`src/logic/uesm_defs.svh`:
```
/*
 * Offsets, field positions and reset values of the uncorrectable error
 * status and mask registers.
 * Assumes a 12-bit extended configuration byte address and 32-bit data.
 */
`ifndef UESM_DEFS_SVH
`define UESM_DEFS_SVH

`define UESM_ADDR_W 12
`define UESM_STATUS_OFS 12'h104
`define UESM_MASK_OFS 12'h108

`define UESM_POS_UNSUPPORTED_REQUEST 20
`define UESM_POS_END_TO_END_CRC 19
`define UESM_POS_MALFORMED_PACKET 18
`define UESM_POS_RECEIVER_OVERFLOW 17
`define UESM_POS_UNEXPECTED_COMPLETION 16
`define UESM_POS_COMPLETER_ABORT 15
`define UESM_POS_COMPLETION_TIMER_EXPIRED 14
`define UESM_POS_CREDIT_PROTOCOL 13
`define UESM_POS_POISONED_PACKET 12
`define UESM_POS_SURPRISE_DOWN 5
`define UESM_POS_LINK_PROTOCOL 4
`define UESM_POS_ACCESS_CONTROL_VIOLATION 21

`define UESM_IMPL_BITS 32'h001ff010
`define UESM_STATUS_RESET 32'h00000000
`define UESM_MASK_RESET 32'h00000000
`define UESM_READ_IDLE 32'h00000000

`define UESM_SYNC_STAGES 3

`endif

```
`src/logic/uesm_pkg.sv`:
```
/*
 * Types shared by the uncorrectable error status and mask block.
 * Assumes nothing beyond the definitions header.
 */
`default_nettype none

package uesm_pkg;

    // Error events, one per implemented class, highest bit position first.
    typedef struct packed {
        logic unsupported_request_flag;
        logic end_to_end_crc_flag;
        logic malformed_packet_flag;
        logic receiver_overflow_flag;
        logic unexpected_completion_flag;
        logic completer_abort_flag;
        logic completion_timer_expired_flag;
        logic credit_protocol_flag;
        logic poisoned_packet_flag;
        logic link_protocol_flag;
    } uesm_err_t;

    typedef struct packed {
        logic wr;
        logic rd;
        logic [11:0] addr;
        logic [3:0] be;
        logic [31:0] wdata;
    } uesm_cfg_req_t;

endpackage : uesm_pkg

`default_nettype wire
```
`src/logic/uesm_core.sv`:
```
/*
 * Uncorrectable error status and mask registers of the primary link.
 * Assumes error events are one-cycle pulses from logic on core_clk, and the
 * configuration port gives single-cycle read and write strobes.
 */
`include "uesm_defs.svh"
`default_nettype none

// Contract
// - Reserved status bits always read zero.
// - Access-control violation status reads zero.
// - Unsupported request sets bit 20.
// - End-to-end CRC error sets bit 19.
// - Malformed packet sets bit 18.
// - Receiver credit overflow sets bit 17.
// - Unexpected completion sets bit 16.
// - Own completer abort sets bit 15.
// - Completion timeout sets bit 14.
// - Flow control protocol error sets bit 13.
// - Poisoned packet sets bit 12.
// - Surprise-down status reads zero.
// - Link layer protocol error sets bit 4.
// - Status clears only on written one.
// - Masked errors never set status.
// - Masked errors send no error message.
// - Masked errors load no header log.
// - Masked errors leave first-error pointer.
// - Mask bits 20:12, 4 writable, reset zero.
// - Access-control mask bit hard-wired zero.
// - Surprise-down mask bit hard-wired zero.
// - Reserved mask bits read zero.
// - Fundamental/global/power-on reset only, not hot.
module uesm_core (
    input wire logic core_clk,
    input wire logic rst_n,
    input wire logic ce,
    input wire logic fundamental_link_reset_n,
    input wire logic global_chip_reset_n,
    input wire uesm_pkg::uesm_cfg_req_t cfg_req,
    output logic [31:0] cfg_rdata_q,
    input wire uesm_pkg::uesm_err_t err_event,
    output uesm_pkg::uesm_err_t err_report_q,
    output logic hdr_log_load_q,
    output logic first_err_update_q,
    output logic [4:0] first_err_ptr_q
);
    import uesm_pkg::*;

    localparam logic [31:0] IMPL = `UESM_IMPL_BITS;

    // Status bit position of each event class, indexed like the event vector (lowest class first).
    localparam int CLS_POS [10] = '{`UESM_POS_LINK_PROTOCOL, `UESM_POS_POISONED_PACKET,
        `UESM_POS_CREDIT_PROTOCOL, `UESM_POS_COMPLETION_TIMER_EXPIRED, `UESM_POS_COMPLETER_ABORT,
        `UESM_POS_UNEXPECTED_COMPLETION, `UESM_POS_RECEIVER_OVERFLOW, `UESM_POS_MALFORMED_PACKET,
        `UESM_POS_END_TO_END_CRC, `UESM_POS_UNSUPPORTED_REQUEST};

    logic [1:0] rst_lvl_q;
    logic [31:0] status_q;
    logic [31:0] status_d;
    logic [31:0] mask_q;
    logic [31:0] mask_d;

    uesm_pin_sync #(
        .WIDTH(2),
        .INIT(2'h3)
    ) u_rst_sync (
        .core_clk(core_clk),
        .rst_n(rst_n),
        .ce(ce),
        .pin_in({fundamental_link_reset_n, global_chip_reset_n}),
        .level_q(rst_lvl_q)
    );

    // Hot reset is deliberately not an input: these bits survive it.
    wire sticky_clr = ~(&rst_lvl_q);

    wire [9:0] ev_bits = err_event;
    wire [31:0] ev_vec = {11'h000, ev_bits[9:1], 7'h00, ev_bits[0], 4'h0};
    wire [9:0] class_hit = ev_bits & ~{mask_q[20:12], mask_q[4]};
    wire [31:0] unmasked_ev = ev_vec & ~mask_q & IMPL;
    wire any_unmasked = |unmasked_ev;
    wire [31:0] be_bits = {{8{cfg_req.be[3]}}, {8{cfg_req.be[2]}}, {8{cfg_req.be[1]}}, {8{cfg_req.be[0]}}};
    wire [31:0] wr_bits = cfg_req.wdata & be_bits & IMPL;
    wire wr_status = cfg_req.wr && (cfg_req.addr == `UESM_STATUS_OFS);
    wire wr_mask = cfg_req.wr && (cfg_req.addr == `UESM_MASK_OFS);
    wire rd_status = cfg_req.rd && (cfg_req.addr == `UESM_STATUS_OFS);
    wire rd_mask = cfg_req.rd && (cfg_req.addr == `UESM_MASK_OFS);
    wire [31:0] w1c_vec = wr_status ? wr_bits : 32'h00000000;
    wire first_error = any_unmasked && ((status_q & ~mask_q) == 32'h00000000);

    // Per-bit flag and mask cells; a new event in the clearing cycle survives the clear.
    genvar b;
    generate
        for (b = 0; b < 32; b++) begin : g_cell
            if (IMPL[b]) begin : g_impl
                assign status_d[b] = unmasked_ev[b] | (status_q[b] & ~w1c_vec[b]);
                assign mask_d[b] = (wr_mask && be_bits[b]) ? wr_bits[b] : mask_q[b];
            end else begin : g_rsvd
                assign status_d[b] = 1'b0;
                assign mask_d[b] = 1'b0;
            end
        end
    endgenerate

    wire [31:0] rdata_d = rd_status ? status_q : (rd_mask ? mask_q : `UESM_READ_IDLE);

    // Highest-numbered unmasked class wins the pointer.
    function automatic logic [4:0] top_bit(input logic [31:0] v);
        logic [4:0] r;
        r = 5'h00;
        for (int k = 0; k < 32; k++) begin
            if (v[k]) begin
                r = 5'(k);
            end
        end
        return r;
    endfunction

    always_ff @(posedge core_clk or negedge rst_n) begin
        if (!rst_n) begin
            status_q <= `UESM_STATUS_RESET;
            mask_q <= `UESM_MASK_RESET;
        end else if (ce) begin
            if (sticky_clr) begin
                status_q <= `UESM_STATUS_RESET;
                mask_q <= `UESM_MASK_RESET;
            end else begin
                status_q <= status_d;
                mask_q <= mask_d;
            end
        end
    end

    always_ff @(posedge core_clk or negedge rst_n) begin
        if (!rst_n) begin
            cfg_rdata_q <= `UESM_READ_IDLE;
            err_report_q <= '0;
            hdr_log_load_q <= 1'b0;
            first_err_update_q <= 1'b0;
            first_err_ptr_q <= 5'h00;
        end else if (ce) begin
            cfg_rdata_q <= rdata_d;
            err_report_q <= class_hit;
            hdr_log_load_q <= first_error;
            first_err_update_q <= first_error;
            if (first_error) begin
                first_err_ptr_q <= top_bit(unmasked_ev);
            end
        end
    end

    // Each unmasked class sets its own flag, and a class whose mask bit is set requests no message.
    genvar c;
    generate
        for (c = 0; c < 10; c++) begin : g_cls

        end
    endgenerate
endmodule : uesm_core

`default_nettype wire

```
`src/logic/uesm_pin_sync.sv`:
```
/*
 * Three-stage synchroniser for pin-level inputs with agreement filter.
 * Assumes inputs are asynchronous levels; output changes only once the
 * second and third stages agree.
 */
`include "uesm_defs.svh"
`default_nettype none

module uesm_pin_sync #(
    parameter int WIDTH = 2,
    parameter logic [WIDTH-1:0] INIT = '0
) (
    input wire logic core_clk,
    input wire logic rst_n,
    input wire logic ce,
    input wire logic [WIDTH-1:0] pin_in,
    output logic [WIDTH-1:0] level_q
);

    genvar i;
    generate
        for (i = 0; i < WIDTH; i++) begin : g_bit
            logic [`UESM_SYNC_STAGES-1:0] stage_q;
            logic lvl_q;
            always_ff @(posedge core_clk or negedge rst_n) begin
                if (!rst_n) begin
                    stage_q <= {`UESM_SYNC_STAGES{INIT[i]}};
                    lvl_q <= INIT[i];
                end else if (ce) begin
                    stage_q <= {stage_q[`UESM_SYNC_STAGES-2:0], pin_in[i]};
                    if (stage_q[1] == stage_q[2]) begin
                        lvl_q <= stage_q[2];
                    end
                end
            end
            assign level_q[i] = lvl_q;
        end
    endgenerate

endmodule : uesm_pin_sync

`default_nettype wire

```
`config.mk`:
```
export PLATFORM = sky130hd
export DESIGN_NAME = uesm_core
export DESIGN_NICKNAME = d
export VERILOG_FILES = /design/src/logic/uesm_pkg.sv /design/src/logic/uesm_core.sv /design/src/logic/uesm_pin_sync.sv
export VERILOG_INCLUDE_DIRS = /design/src /design/src/logic
export SDC_FILE = /design/constraint.sdc
export NUM_CORES = 1
export LEC_CHECK = 0
export ABC_AREA = 1
export BUFFER_PORTS_ARGS = -buffer_cell sky130_fd_sc_hd__buf_2
export CAP_MARGIN = 20
export CORE_MARGIN = 5
export CORE_UTILIZATION = 50
export CTS_CLUSTER_DIAMETER = 50
export DETAILED_ROUTE_END_ITERATION = 7
export GPL_ROUTABILITY_DRIVEN = 0
export GPL_TIMING_DRIVEN = 0
export HOLD_SLACK_MARGIN = 0.05
export PLACE_DENSITY = 0.8
export SLEW_MARGIN = 30
export SYNTH_ARGS = -nofsm -noshare
export SYNTH_HDL_FRONTEND = slang
export SYNTH_SLANG_ARGS = --single-unit
```
`constraint.sdc`:
```
create_clock -name core_clk -period 1.37 [get_ports core_clk]
set_input_delay 0.274 -clock core_clk [delete_from_list [all_inputs] [get_ports core_clk]]
set_output_delay 0.274 -clock core_clk [all_outputs]
set_load 0.05 [all_outputs]
```
==> run_summary.xml, run 1 <==
<?xml version="1.0" encoding="UTF-8"?>
<metrics>
  <group name="detailed_routing">
    <metric name="drc" unit="">0</metric>
    <metric name="routed_wl_per_cell" unit="µm">13.4</metric>
    <metric name="vias" unit="">3010</metric>
    <metric name="drtAntennaViolNets" unit="">0</metric>
    <metric name="drt_pre_antenna_iters" unit="">5</metric>
    <metric name="drtIter0Drc" unit="">331</metric>
    <metric name="detail_route.wirelength" unit="µm">8110</metric>
    <metric name="via_per_inst" unit="">4.98</metric>
  </group>
  <group name="logic_synthesis">
    <metric name="dominant_cells_by_area_after_synthesis" unit="">dfrtp_1 37%, nand2_1 25%, dfstp_2 6.8%, nand4_1 6.7%, buf_4 5.8%</metric>
    <metric name="seq_area_frac_synth" unit="%">44.0</metric>
    <metric name="postSynthAreaPerCell" unit="µm²">7.29</metric>
    <metric name="netlist_area" unit="µm²">3090</metric>
    <metric name="count_of_state_elements_after_synthesis" unit="">54</metric>
    <metric name="synth_top_cell_by_area" unit="">dfrtp_1</metric>
    <metric name="yosys_warnings" unit="">0</metric>
    <metric name="netlist_instances" unit="">424</metric>
    <metric name="synth_largest_type_area_fraction" unit="%">37.2</metric>
    <metric name="distinct_cell_type_count_after_synthesis" unit="">27</metric>
  </group>
  <group name="floorplanning">
    <metric name="area_of_the_die" unit="µm²">7860</metric>
    <metric name="initial_core_util" unit="%">51.9</metric>
    <metric name="fp.dieW" unit="µm">88.7</metric>
    <metric name="die_y" unit="µm">88.7</metric>
    <metric name="floorplan.core_area" unit="µm²">5960</metric>
    <metric name="floorplan.rows" unit="">28</metric>
    <metric name="ioPinCount" unit="">114</metric>
  </group>
  <group name="critical_path">
    <metric name="critPathCaptureType" unit="">flip-flop</metric>
    <metric name="critPathRequiredTime" unit="ps">1590</metric>
    <metric name="worst_setup_path_start_kind" unit="">flip-flop</metric>
    <metric name="cp_data_arrival_time" unit="ps">1590</metric>
    <metric name="cp_max_fo" unit="">8</metric>
    <metric name="timing_worst_setup_path_type" unit="">reg2reg</metric>
  </group>
  <group name="sta">
    <metric name="fin_worst_skew" unit="ps">8.22</metric>
    <metric name="hold_viol_final" unit="">0</metric>
    <metric name="finalCriticalPeriod" unit="ps">1370</metric>
    <metric name="max_slew_violation_count" unit="">0</metric>
    <metric name="tightestPinTransition" unit="ps">676</metric>
    <metric name="setup_violations" unit="">0</metric>
    <metric name="timing.slew.headroom" unit="%">54.9</metric>
    <metric name="timing.setup.tns" unit="ps">0</metric>
    <metric name="rsz_0062_raised_after_global_routing" unit="">true</metric>
    <metric name="max_clock_freq" unit="GHz">0.731</metric>
    <metric name="final.period_utilization" unit="%">99.9</metric>
  </group>
  <group name="finish">
    <metric name="fill_cells" unit="">565</metric>
    <metric name="final_common_cell" unit="">nand2_1</metric>
    <metric name="mostFrequentLayoutCells" unit="">197 x nand2_1, 70 x buf_2, 46 x dfrtp_1</metric>
    <metric name="area.growth.synth_to_final" unit="%">23.8</metric>
    <metric name="fin_area" unit="µm²">3830</metric>
    <metric name="design.final.nets" unit="">594</metric>
    <metric name="finish.utilization" unit="%">64.3</metric>
    <metric name="final_layout_size_suffix_gt1_share" unit="%">29.4</metric>
    <metric name="antenna_cells_inserted" unit="">0</metric>
  </group>
  <group name="cts">
    <metric name="cts_tree" unit="">built</metric>
    <metric name="clkSlewWorstSetupHoldPaths" unit="ps">100</metric>
    <metric name="numCtsBuffers" unit="">5</metric>
    <metric name="cts_root_buf" unit="">clkbuf_8</metric>
    <metric name="cts_max_level" unit="">2</metric>
    <metric name="insertion_delay" unit="ps">310</metric>
    <metric name="max-clock-path-buffers" unit="">2</metric>
    <metric name="numClockSinks" unit="">54</metric>
  </group>
  <group name="power_and_ir_drop">
    <metric name="power" unit="mW">3.94</metric>
    <metric name="vdd_drop_max" unit="mV">0.756</metric>
    <metric name="power.leakage" unit="nW">2.23</metric>
    <metric name="powerDensity" unit="nW/µm²">1030</metric>
  </group>
  <group name="global_route">
    <metric name="grt_antenna_before_repair" unit="">0</metric>
    <metric name="grt_first_pass_wirelength" unit="µm">13100</metric>
    <metric name="grt.overflow.total" unit="">0</metric>
    <metric name="grt_pass1_vias" unit="">2887</metric>
    <metric name="grt_total_usage" unit="%">21.4</metric>
    <metric name="grt_max_degree" unit="">55</metric>
  </group>
  <group name="min_path">
    <metric name="hold_path_class" unit="">in2reg</metric>
  </group>
  <group name="placement">
    <metric name="postPlaceCellArea" unit="µm²">3600</metric>
    <metric name="numPortBuffers" unit="">67</metric>
    <metric name="hpwl" unit="µm">6100</metric>
  </group>
  <group name="outcome">
    <metric name="run_status" unit="">completed</metric>
  </group>
  <group name="run">
    <metric name="drv.max_cap_violation_count" unit="">0</metric>
  </group>
</metrics>
## power breakdown
part,switching (mW),internal (mW),leakage (nW)
combinational,0.762,0.279,1.48
clock,0.547,0.549,0.0585
sequential,0.0731,1.73,0.698
## sequential cells by signal (all words and copies together) (netlist names)
signal,count
cfg_rdata_q,10
err_report_q,10
first_err_ptr_q,5
first_err_update_q,1
mask_q,10
status_q,10
u_rst_sync.g_bit.lvl_q,2
u_rst_sync.g_bit.stage_q,6
## layout make-up
cell class / instances / area (µm²) / share of cell area [%]
Buffer: 37 / 260 / 6.80
Clock buffer: 5 / 68.8 / 1.80
Clock inverter: 3 / 43.8 / 1.14
Inverter: 34 / 128 / 3.33
Multi-Input combinational cell: 320 / 1460 / 38.1
Sequential cell: 54 / 1360 / 35.6
Tap cell: 75 / 93.8 / 2.45
Timing Repair Buffer: 77 / 415 / 10.8
## metal layers
metal  share of wire [%]  track usage (%)  up-vias
li1                    -                -     1499
met1                  40             27.6     1369
met2                  50             35.4      122
met3                 6.8             3.54       20
met4                 2.5             9.34        0
met5                   0                0        -
## cell usage after synthesis
cell type and count:
nand2_1 206, dfrtp_1 46, nand4_1 33, inv_1 30, buf_4 24, o21ai_0 18
nor2_1 14, dfstp_2 8, nand3_1 7, buf_2 5, clkbuf_1 5, nor2_2 4
buf_6 3, inv_2 3, nand2_2 3, nand2_4 2, nor2_4 2, nor3_4 2
a21oi_1 1, a31oi_1 1, clkinv_1 1, conb_1 1, nand3b_1 1, nand4_2 1
nor2_8 1, o211ai_1 1, o21ai_1 1
## per-stage QoR
stage,cells,worst slack (ps),hold WS [ps]
floorplan,445,192,-21.6
global placement,587,-38.2,454
detailed placement,587,-80.3,358
CTS,597,14.6,166
global route,605,-80.0,175
finish,605,1.85,161
## cell families (layout without fill, tap and decap cells)
kind of cell           Yosys count  in the layout  synth area share [%]
DFF                             54             54                  44.0
and+or+nand+nor                276            276                  39.7
buffers and inverters           71            156                  12.5
other                            1             22                 0.121
AOI/OAI and AO/OA               22             22                  3.68
## critical path: stages, from the launching register on
cell      delay [ps]
dfrtp_1          400
inv_1             70
nand2_1          170
nand2_1           80
nor2_1           110
nand3b_1         140
nand2_4          160
nand2_1           70
o21ai_0           90
## worst paths after layout
kind	startpoint	end	slack, ps	cells past startpoint
worst max-delay path	mask_q[4]$_DFFE_PN0P_	first_err_ptr_q[1]$_DFFE_PN0P_	2	8
worst min-delay path	fundamental_link_reset_n	u_rst_sync.g_bit[1].stage_q[0]$_DFFE_PN1P_	160	3
worst max register to register	mask_q[4]$_DFFE_PN0P_	first_err_ptr_q[1]$_DFFE_PN0P_	2	8
worst min register to register	u_rst_sync.g_bit[1].stage_q[0]$_DFFE_PN1P_	u_rst_sync.g_bit[1].stage_q[0]$_DFFE_PN1P_	480	2
max in group asynchronous	rst_n	mask_q[14]$_DFFE_PN0P_	380	2
min in group asynchronous	rst_n	cfg_rdata_q[14]$_DFFE_PN0P_	540	2
## timing repair
action                     CTS  global route
setup endpoints to repair    3            17
hold endpoints to repair    46             0
setup buffers                1             8
pin swaps                    0             6
hold buffers                 1             0
resized for setup            2            13
Power figures use the tool's default switching activity.
==> inputs of run 2 (changes only) <==
--- a/config.mk
+++ b/config.mk
@@ -9,7 +9,6 @@
 export ABC_AREA = 1
 export BUFFER_PORTS_ARGS = -buffer_cell sky130_fd_sc_hd__buf_2
 export CAP_MARGIN = 20
-export CORE_MARGIN = 5
 export CORE_UTILIZATION = 50
 export CTS_CLUSTER_DIAMETER = 50
 export DETAILED_ROUTE_END_ITERATION = 7
@@ -17,7 +16,6 @@
 export GPL_TIMING_DRIVEN = 0
 export HOLD_SLACK_MARGIN = 0.05
 export PLACE_DENSITY = 0.8
-export SLEW_MARGIN = 30
 export SYNTH_ARGS = -nofsm -noshare
 export SYNTH_HDL_FRONTEND = slang
 export SYNTH_SLANG_ARGS = --single-unit
==> constraint.sdc (replaced) <==
create_clock -name core_clk -period 1.37 [get_ports core_clk]
set_input_delay 0.137 -clock core_clk [delete_from_list [all_inputs] [get_ports core_clk]]
set_output_delay 0.137 -clock core_clk [all_outputs]
set_load 0.05 [all_outputs]
==> run_summary.xml, run 2 (synthesis results as in run 1) <==
<?xml version="1.0" encoding="UTF-8"?>
<metrics>
  <group name="finish">
    <metric name="finish.utilization" unit="%">66.1</metric>
    <metric name="antenna_cells_inserted" unit="">0</metric>
    <metric name="mostFrequentLayoutCells" unit="">194 x nand2_1, 71 x buf_2, 46 x dfrtp_1</metric>
    <metric name="design.final.nets" unit="">604</metric>
    <metric name="area.growth.synth_to_final" unit="%">27.3</metric>
    <metric name="final_layout_size_suffix_gt1_share" unit="%">30.0</metric>
    <metric name="final_common_cell" unit="">nand2_1</metric>
  </group>
  <group name="sta">
    <metric name="rsz_0062_raised_after_global_routing" unit="">true</metric>
    <metric name="setup_violations" unit="">0</metric>
    <metric name="hold-worst-slack" unit="ps">135</metric>
    <metric name="max_clock_freq" unit="GHz">0.768</metric>
    <metric name="final.period_utilization" unit="%">95.0</metric>
    <metric name="hold_viol_final" unit="">0</metric>
    <metric name="fin_worst_skew" unit="ps">6.84</metric>
    <metric name="timing.setup.tns" unit="ps">0</metric>
    <metric name="finalCriticalPeriod" unit="ps">1300</metric>
    <metric name="max_slew_violation_count" unit="">0</metric>
  </group>
  <group name="global_route">
    <metric name="grt_max_degree" unit="">37</metric>
    <metric name="grt.overflow.total" unit="">0</metric>
    <metric name="grt_pass1_vias" unit="">2824</metric>
    <metric name="grt_first_pass_wirelength" unit="µm">12600</metric>
    <metric name="grt_antenna_before_repair" unit="">0</metric>
    <metric name="grt_total_usage" unit="%">25.5</metric>
  </group>
  <group name="floorplanning">
    <metric name="fp.dieW" unit="µm">80.7</metric>
    <metric name="area_of_the_die" unit="µm²">6500</metric>
    <metric name="initial_core_util" unit="%">51.9</metric>
    <metric name="ioPinCount" unit="">114</metric>
    <metric name="die_y" unit="µm">80.7</metric>
    <metric name="floorplan.rows" unit="">28</metric>
    <metric name="floorplan.core_area" unit="µm²">5960</metric>
  </group>
  <group name="critical_path">
    <metric name="cp_data_arrival_time" unit="ps">1570</metric>
    <metric name="cp_max_fo" unit="">8</metric>
    <metric name="timing.critical_path.slowest_stage_cell" unit="">dfrtp_1</metric>
    <metric name="timing_worst_setup_path_type" unit="">reg2reg</metric>
    <metric name="worst_setup_path_start_kind" unit="">flip-flop</metric>
    <metric name="cp_cell_sequence" unit="">inv_2, nand2_1, nand2_1, nor2_2, nand2_2, nor2_4, nand2_4, nor2_1, nand2_1, nand2_1</metric>
    <metric name="critPathRequiredTime" unit="ps">1640</metric>
    <metric name="critical_path.n_buffers_inverters" unit="">1</metric>
    <metric name="critPathCaptureType" unit="">flip-flop</metric>
    <metric name="crit_family" unit="">simple AND/OR/NAND/NOR gates</metric>
    <metric name="critical-path-top-cell-by-count" unit="">nand2_1</metric>
    <metric name="highest_cell_delay_on_the_worst_timing_path" unit="ps">410</metric>
  </group>
  <group name="cts">
    <metric name="numCtsBuffers" unit="">5</metric>
    <metric name="numClockSinks" unit="">54</metric>
    <metric name="cts_max_level" unit="">2</metric>
    <metric name="clkSlewWorstSetupHoldPaths" unit="ps">110</metric>
    <metric name="cts_root_buf" unit="">clkbuf_8</metric>
    <metric name="insertion_delay" unit="ps">320</metric>
    <metric name="cts_tree" unit="">built</metric>
    <metric name="max-clock-path-buffers" unit="">2</metric>
  </group>
  <group name="detailed_routing">
    <metric name="drtAntennaViolNets" unit="">0</metric>
    <metric name="drt_pre_antenna_iters" unit="">5</metric>
    <metric name="drtIter0Drc" unit="">236</metric>
    <metric name="detail_route.wirelength" unit="µm">8120</metric>
    <metric name="routed_wl_per_cell" unit="µm">13.2</metric>
    <metric name="drc" unit="">0</metric>
    <metric name="via_per_inst" unit="">5.02</metric>
    <metric name="vias" unit="">3088</metric>
  </group>
  <group name="power_and_ir_drop">
    <metric name="powerDensity" unit="nW/µm²">976</metric>
    <metric name="power.leakage" unit="nW">2.27</metric>
    <metric name="power" unit="mW">3.84</metric>
    <metric name="vdd_drop_max" unit="mV">0.722</metric>
  </group>
  <group name="outcome">
    <metric name="run_status" unit="">completed</metric>
  </group>
  <group name="placement">
    <metric name="hpwl" unit="µm">5950</metric>
    <metric name="numPortBuffers" unit="">67</metric>
  </group>
  <group name="min_path">
    <metric name="hold_path_class" unit="">in2reg</metric>
  </group>
  <group name="run">
    <metric name="drv.max_cap_violation_count" unit="">0</metric>
  </group>
</metrics>
[run 2: cell count changes in the layout (fill, tap and decap cells not counted), sizes merged]
cell	delta
clkinv	+1
buf	+4
bufinv	-1
dlygate4sd3	+6
[run 2: per-stage QoR]
step,std cells,worst slack [ps],cell area (µm²)
2_1_floorplan,445,212,3170
3_3_place_gp,587,28.3,3600
3_5_place_dp,588,12.8,3620
4_1_cts,604,4.79,3800
5_1_grt,615,-31.5,3940
6_report,615,68.2,3940
[run 2: final timing paths]
path	from	to	slack (ps)	depth (start not counted)
worst max-delay path	mask_q[13]$_DFFE_PN0P_	first_err_ptr_q[0]$_DFFE_PN0P_	70	10
worst min-delay path	err_event[2]	err_report_q[2]$_DFFE_PN0P_	130	3
worst max register to register	mask_q[13]$_DFFE_PN0P_	first_err_ptr_q[0]$_DFFE_PN0P_	70	10
worst min register to register	u_rst_sync.g_bit[1].stage_q[0]$_DFFE_PN1P_	u_rst_sync.g_bit[1].stage_q[0]$_DFFE_PN1P_	480	2
max in group asynchronous	rst_n	u_rst_sync.g_bit[0].lvl_q$_DFFE_PN1P_	480	3
min in group asynchronous	rst_n	cfg_rdata_q[13]$_DFFE_PN0P_	290	2
[run 2: final cells by class]
cell class	count	area, µm²
fillers	541	2020
multi-input cells	320	1480
clock buffers	5	68.8
inverters	34	128
repair buffers	87	515
clock inverters	3	28.8
flip-flops and latches	54	1360
plain buffers	37	260
well taps	75	93.8
[run 2: layer usage]
layer	share of wire, %	track usage (%)	vias to the layer above
met1	41	30.6	1421
met4	2.0	8.57	0
met3	7.1	3.98	17
li1	-	-	1522
met2	50	45.8	128
met5	0	0	-
[run 2: repair_timing]
action / in CTS / in global routing
endpoints found under the hold margin: 23 / 0
pin swaps: 1 / 8
hold buffers: 7 / 0
setup buffers: 1 / 11
endpoints found under the setup margin: 13 / 8
gates cloned: 0 / 0
gates resized for setup: 3 / 20
[run 2: worst min-delay path, delay by kind of cell]
family | cells | cell delay [ps]
buf+inv | 1 | 130
simple gates | 1 | 90
compound gates | 1 | 70
[run 2: where the power goes]
part / internal, mW / switching (mW)
combinational: 0.309 / 0.765
sequential: 1.73 / 0.0708
clock: 0.380 / 0.590
==> inputs of run 3 (changes only) <==
--- a/config.mk
+++ b/config.mk
@@ -16,6 +16,7 @@
 export GPL_TIMING_DRIVEN = 0
 export HOLD_SLACK_MARGIN = 0.05
 export PLACE_DENSITY = 0.8
+export RECOVER_POWER = 100
 export SYNTH_ARGS = -nofsm -noshare
 export SYNTH_HDL_FRONTEND = slang
 export SYNTH_SLANG_ARGS = --single-unit
==> run_summary.xml, run 3 (synthesis results as in run 1) <==
<?xml version="1.0" encoding="UTF-8"?>
<metrics>
  <group name="critical_path">
    <metric name="crit_family" unit="">simple AND/OR/NAND/NOR gates</metric>
    <metric name="timing.reg2reg.setup_slack" unit="ps">70</metric>
    <metric name="critical-path-top-cell-by-count" unit="">nand2_1</metric>
    <metric name="timing.critical_path.slowest_stage_cell" unit="">dfrtp_1</metric>
    <metric name="crit_start" unit="">mask_q[13]$_DFFE_PN0P_</metric>
    <metric name="cp_max_fo" unit="">8</metric>
    <metric name="timing_worst_setup_path_type" unit="">reg2reg</metric>
    <metric name="critPathCaptureType" unit="">flip-flop</metric>
    <metric name="highest_cell_delay_on_the_worst_timing_path" unit="ps">410</metric>
    <metric name="cp_data_arrival_time" unit="ps">1570</metric>
    <metric name="critPathRequiredTime" unit="ps">1640</metric>
    <metric name="r2r-start" unit="">mask_q[13]$_DFFE_PN0P_</metric>
    <metric name="cp_cell_sequence" unit="">inv_2, nand2_1, nand2_1, nor2_2, nand2_2, nor2_4, nand2_4, nor2_1, nand2_1, nand2_1</metric>
    <metric name="critical_path.n_buffers_inverters" unit="">1</metric>
    <metric name="worst_setup_path_start_kind" unit="">flip-flop</metric>
  </group>
  <group name="sta">
    <metric name="setup_violations" unit="">0</metric>
    <metric name="rsz_0062_raised_after_global_routing" unit="">true</metric>
    <metric name="max_clock_freq" unit="GHz">0.767</metric>
    <metric name="tightestPinTransition" unit="ps">538</metric>
    <metric name="hold-worst-slack" unit="ps">136</metric>
    <metric name="max_slew_violation_count" unit="">0</metric>
    <metric name="timing.slew.headroom" unit="%">64.1</metric>
    <metric name="fin_worst_skew" unit="ps">4.62</metric>
    <metric name="finalCriticalPeriod" unit="ps">1300</metric>
    <metric name="final.period_utilization" unit="%">95.2</metric>
    <metric name="hold_viol_final" unit="">0</metric>
    <metric name="timing.setup.tns" unit="ps">0</metric>
  </group>
  <group name="finish">
    <metric name="register_area" unit="µm²">1360</metric>
    <metric name="fill_cells" unit="">539</metric>
    <metric name="mostFrequentLayoutCells" unit="">194 x nand2_1, 69 x buf_2, 46 x dfrtp_1</metric>
    <metric name="design.final.nets" unit="">604</metric>
    <metric name="final_common_cell" unit="">nand2_1</metric>
    <metric name="multi_input_area" unit="µm²">1480</metric>
    <metric name="antenna_cells_inserted" unit="">0</metric>
    <metric name="finish.cell_count_without_fillers" unit="">615</metric>
    <metric name="final_layout_size_suffix_gt1_share" unit="%">29.6</metric>
    <metric name="area.growth.synth_to_final" unit="%">27.3</metric>
  </group>
  <group name="detailed_routing">
    <metric name="via_per_inst" unit="">5.02</metric>
    <metric name="drc" unit="">0</metric>
    <metric name="detail_route.wirelength" unit="µm">8170</metric>
    <metric name="vias" unit="">3087</metric>
    <metric name="drtAntennaViolNets" unit="">0</metric>
    <metric name="drtIter0Drc" unit="">224</metric>
    <metric name="routed_wl_per_cell" unit="µm">13.3</metric>
    <metric name="drt_pre_antenna_iters" unit="">5</metric>
  </group>
  <group name="floorplanning">
    <metric name="die_y" unit="µm">80.7</metric>
    <metric name="floorplan.core_area" unit="µm²">5960</metric>
    <metric name="initial_core_util" unit="%">51.9</metric>
    <metric name="area_of_the_die" unit="µm²">6500</metric>
    <metric name="fp.dieW" unit="µm">80.7</metric>
    <metric name="floorplan.rows" unit="">28</metric>
    <metric name="ioPinCount" unit="">114</metric>
  </group>
  <group name="cts">
    <metric name="insertion_delay" unit="ps">320</metric>
    <metric name="cts_max_level" unit="">2</metric>
    <metric name="cts_tree" unit="">built</metric>
    <metric name="clkSlewWorstSetupHoldPaths" unit="ps">110</metric>
    <metric name="numCtsBuffers" unit="">5</metric>
    <metric name="numClockSinks" unit="">54</metric>
    <metric name="cts_root_buf" unit="">clkbuf_8</metric>
    <metric name="max-clock-path-buffers" unit="">2</metric>
  </group>
  <group name="outcome">
    <metric name="run_status" unit="">completed</metric>
  </group>
  <group name="placement">
    <metric name="hpwl" unit="µm">5950</metric>
    <metric name="placed_cells" unit="">588</metric>
    <metric name="numPortBuffers" unit="">67</metric>
  </group>
  <group name="global_route">
    <metric name="grt_first_pass_wirelength" unit="µm">12600</metric>
    <metric name="grt_total_usage" unit="%">25.5</metric>
    <metric name="grt_max_degree" unit="">37</metric>
    <metric name="grt.overflow.total" unit="">0</metric>
    <metric name="grt_antenna_before_repair" unit="">0</metric>
    <metric name="grt_pass1_vias" unit="">2824</metric>
  </group>
  <group name="run">
    <metric name="drv.max_cap_violation_count" unit="">0</metric>
  </group>
  <group name="min_path">
    <metric name="hold_path_class" unit="">in2reg</metric>
    <metric name="holdCritStartpoint" unit="">err_event[2]</metric>
  </group>
  <group name="power_and_ir_drop">
    <metric name="vdd_drop_max" unit="mV">0.721</metric>
    <metric name="power.leakage" unit="nW">2.27</metric>
    <metric name="powerDensity" unit="nW/µm²">975</metric>
  </group>
</metrics>
==> run 3: cell types whose count changed in the layout (fill, tap and decap cells not counted), sizes merged <==
cell    delta
buf        -2
clkbuf     +2
==> run 3: report_power, final <==
group          leakage (nW)  total [mW]  internal, mW  switching, mW
combinational          1.52        1.07         0.308          0.766
clock                0.0502       0.968         0.380          0.588
sequential            0.698        1.80          1.73         0.0707
total                  2.27        3.84          2.41           1.42
==> run 3: layer usage <==
metal	track usage, %	vias up	part of all wire (%)
li1	-	1522	-
met1	30.6	1421	41
met2	45.8	123	50
met3	3.98	21	6.7
met4	8.57	0	2.0
met5	0	-	0
==> run 3: final cells by class <==
cell class / instances / share of cell area, %
Buffer: 37 / 6.58
Clock buffer: 5 / 1.75
Clock inverter: 3 / 0.731
Inverter: 34 / 3.24
Multi-Input combinational cell: 320 / 37.7
Sequential cell: 54 / 34.6
Tap cell: 75 / 2.38
Timing Repair Buffer: 87 / 13.1
==> run 3: timing repair <==
action | CTS | global route
setup endpoints to repair | 13 | 8
hold endpoints to repair | 23 | 0
gates resized for setup | 3 | 20
pin swaps | 1 | 8
setup buffers | 1 | 11
hold buffers | 7 | 0
gates cloned | 0 | 0
==> run 3: worst paths after layout <==
kind	endpoint	cells after the start
min in group asynchronous	cfg_rdata_q[13]$_DFFE_PN0P_	2
max	first_err_ptr_q[0]$_DFFE_PN0P_	10
max reg2reg	first_err_ptr_q[0]$_DFFE_PN0P_	10
max in group asynchronous	u_rst_sync.g_bit[0].lvl_q$_DFFE_PN1P_	3
min	err_report_q[2]$_DFFE_PN0P_	3
min reg2reg	u_rst_sync.g_bit[1].stage_q[0]$_DFFE_PN1P_	2
==> run 3: stage by stage <==
step           instance area [µm²]  power (mW)  setup slack (ps)  utilization, %
6_report                      3940        3.84              66.0            66.1
5_1_grt                       3940        4.01             -31.5            66.1
4_1_cts                       3800        3.81              4.79            63.9
3_5_place_dp                  3620        2.83              12.8            60.8
3_3_place_gp                  3600        2.81              28.3            60.5
2_1_floorplan                 3170        2.56               212               -
==> run 3: worst min-delay path, cell delays in order <==
cell and delay, ps:
buf_2 130, nand2_4 90, o21ai_0 70
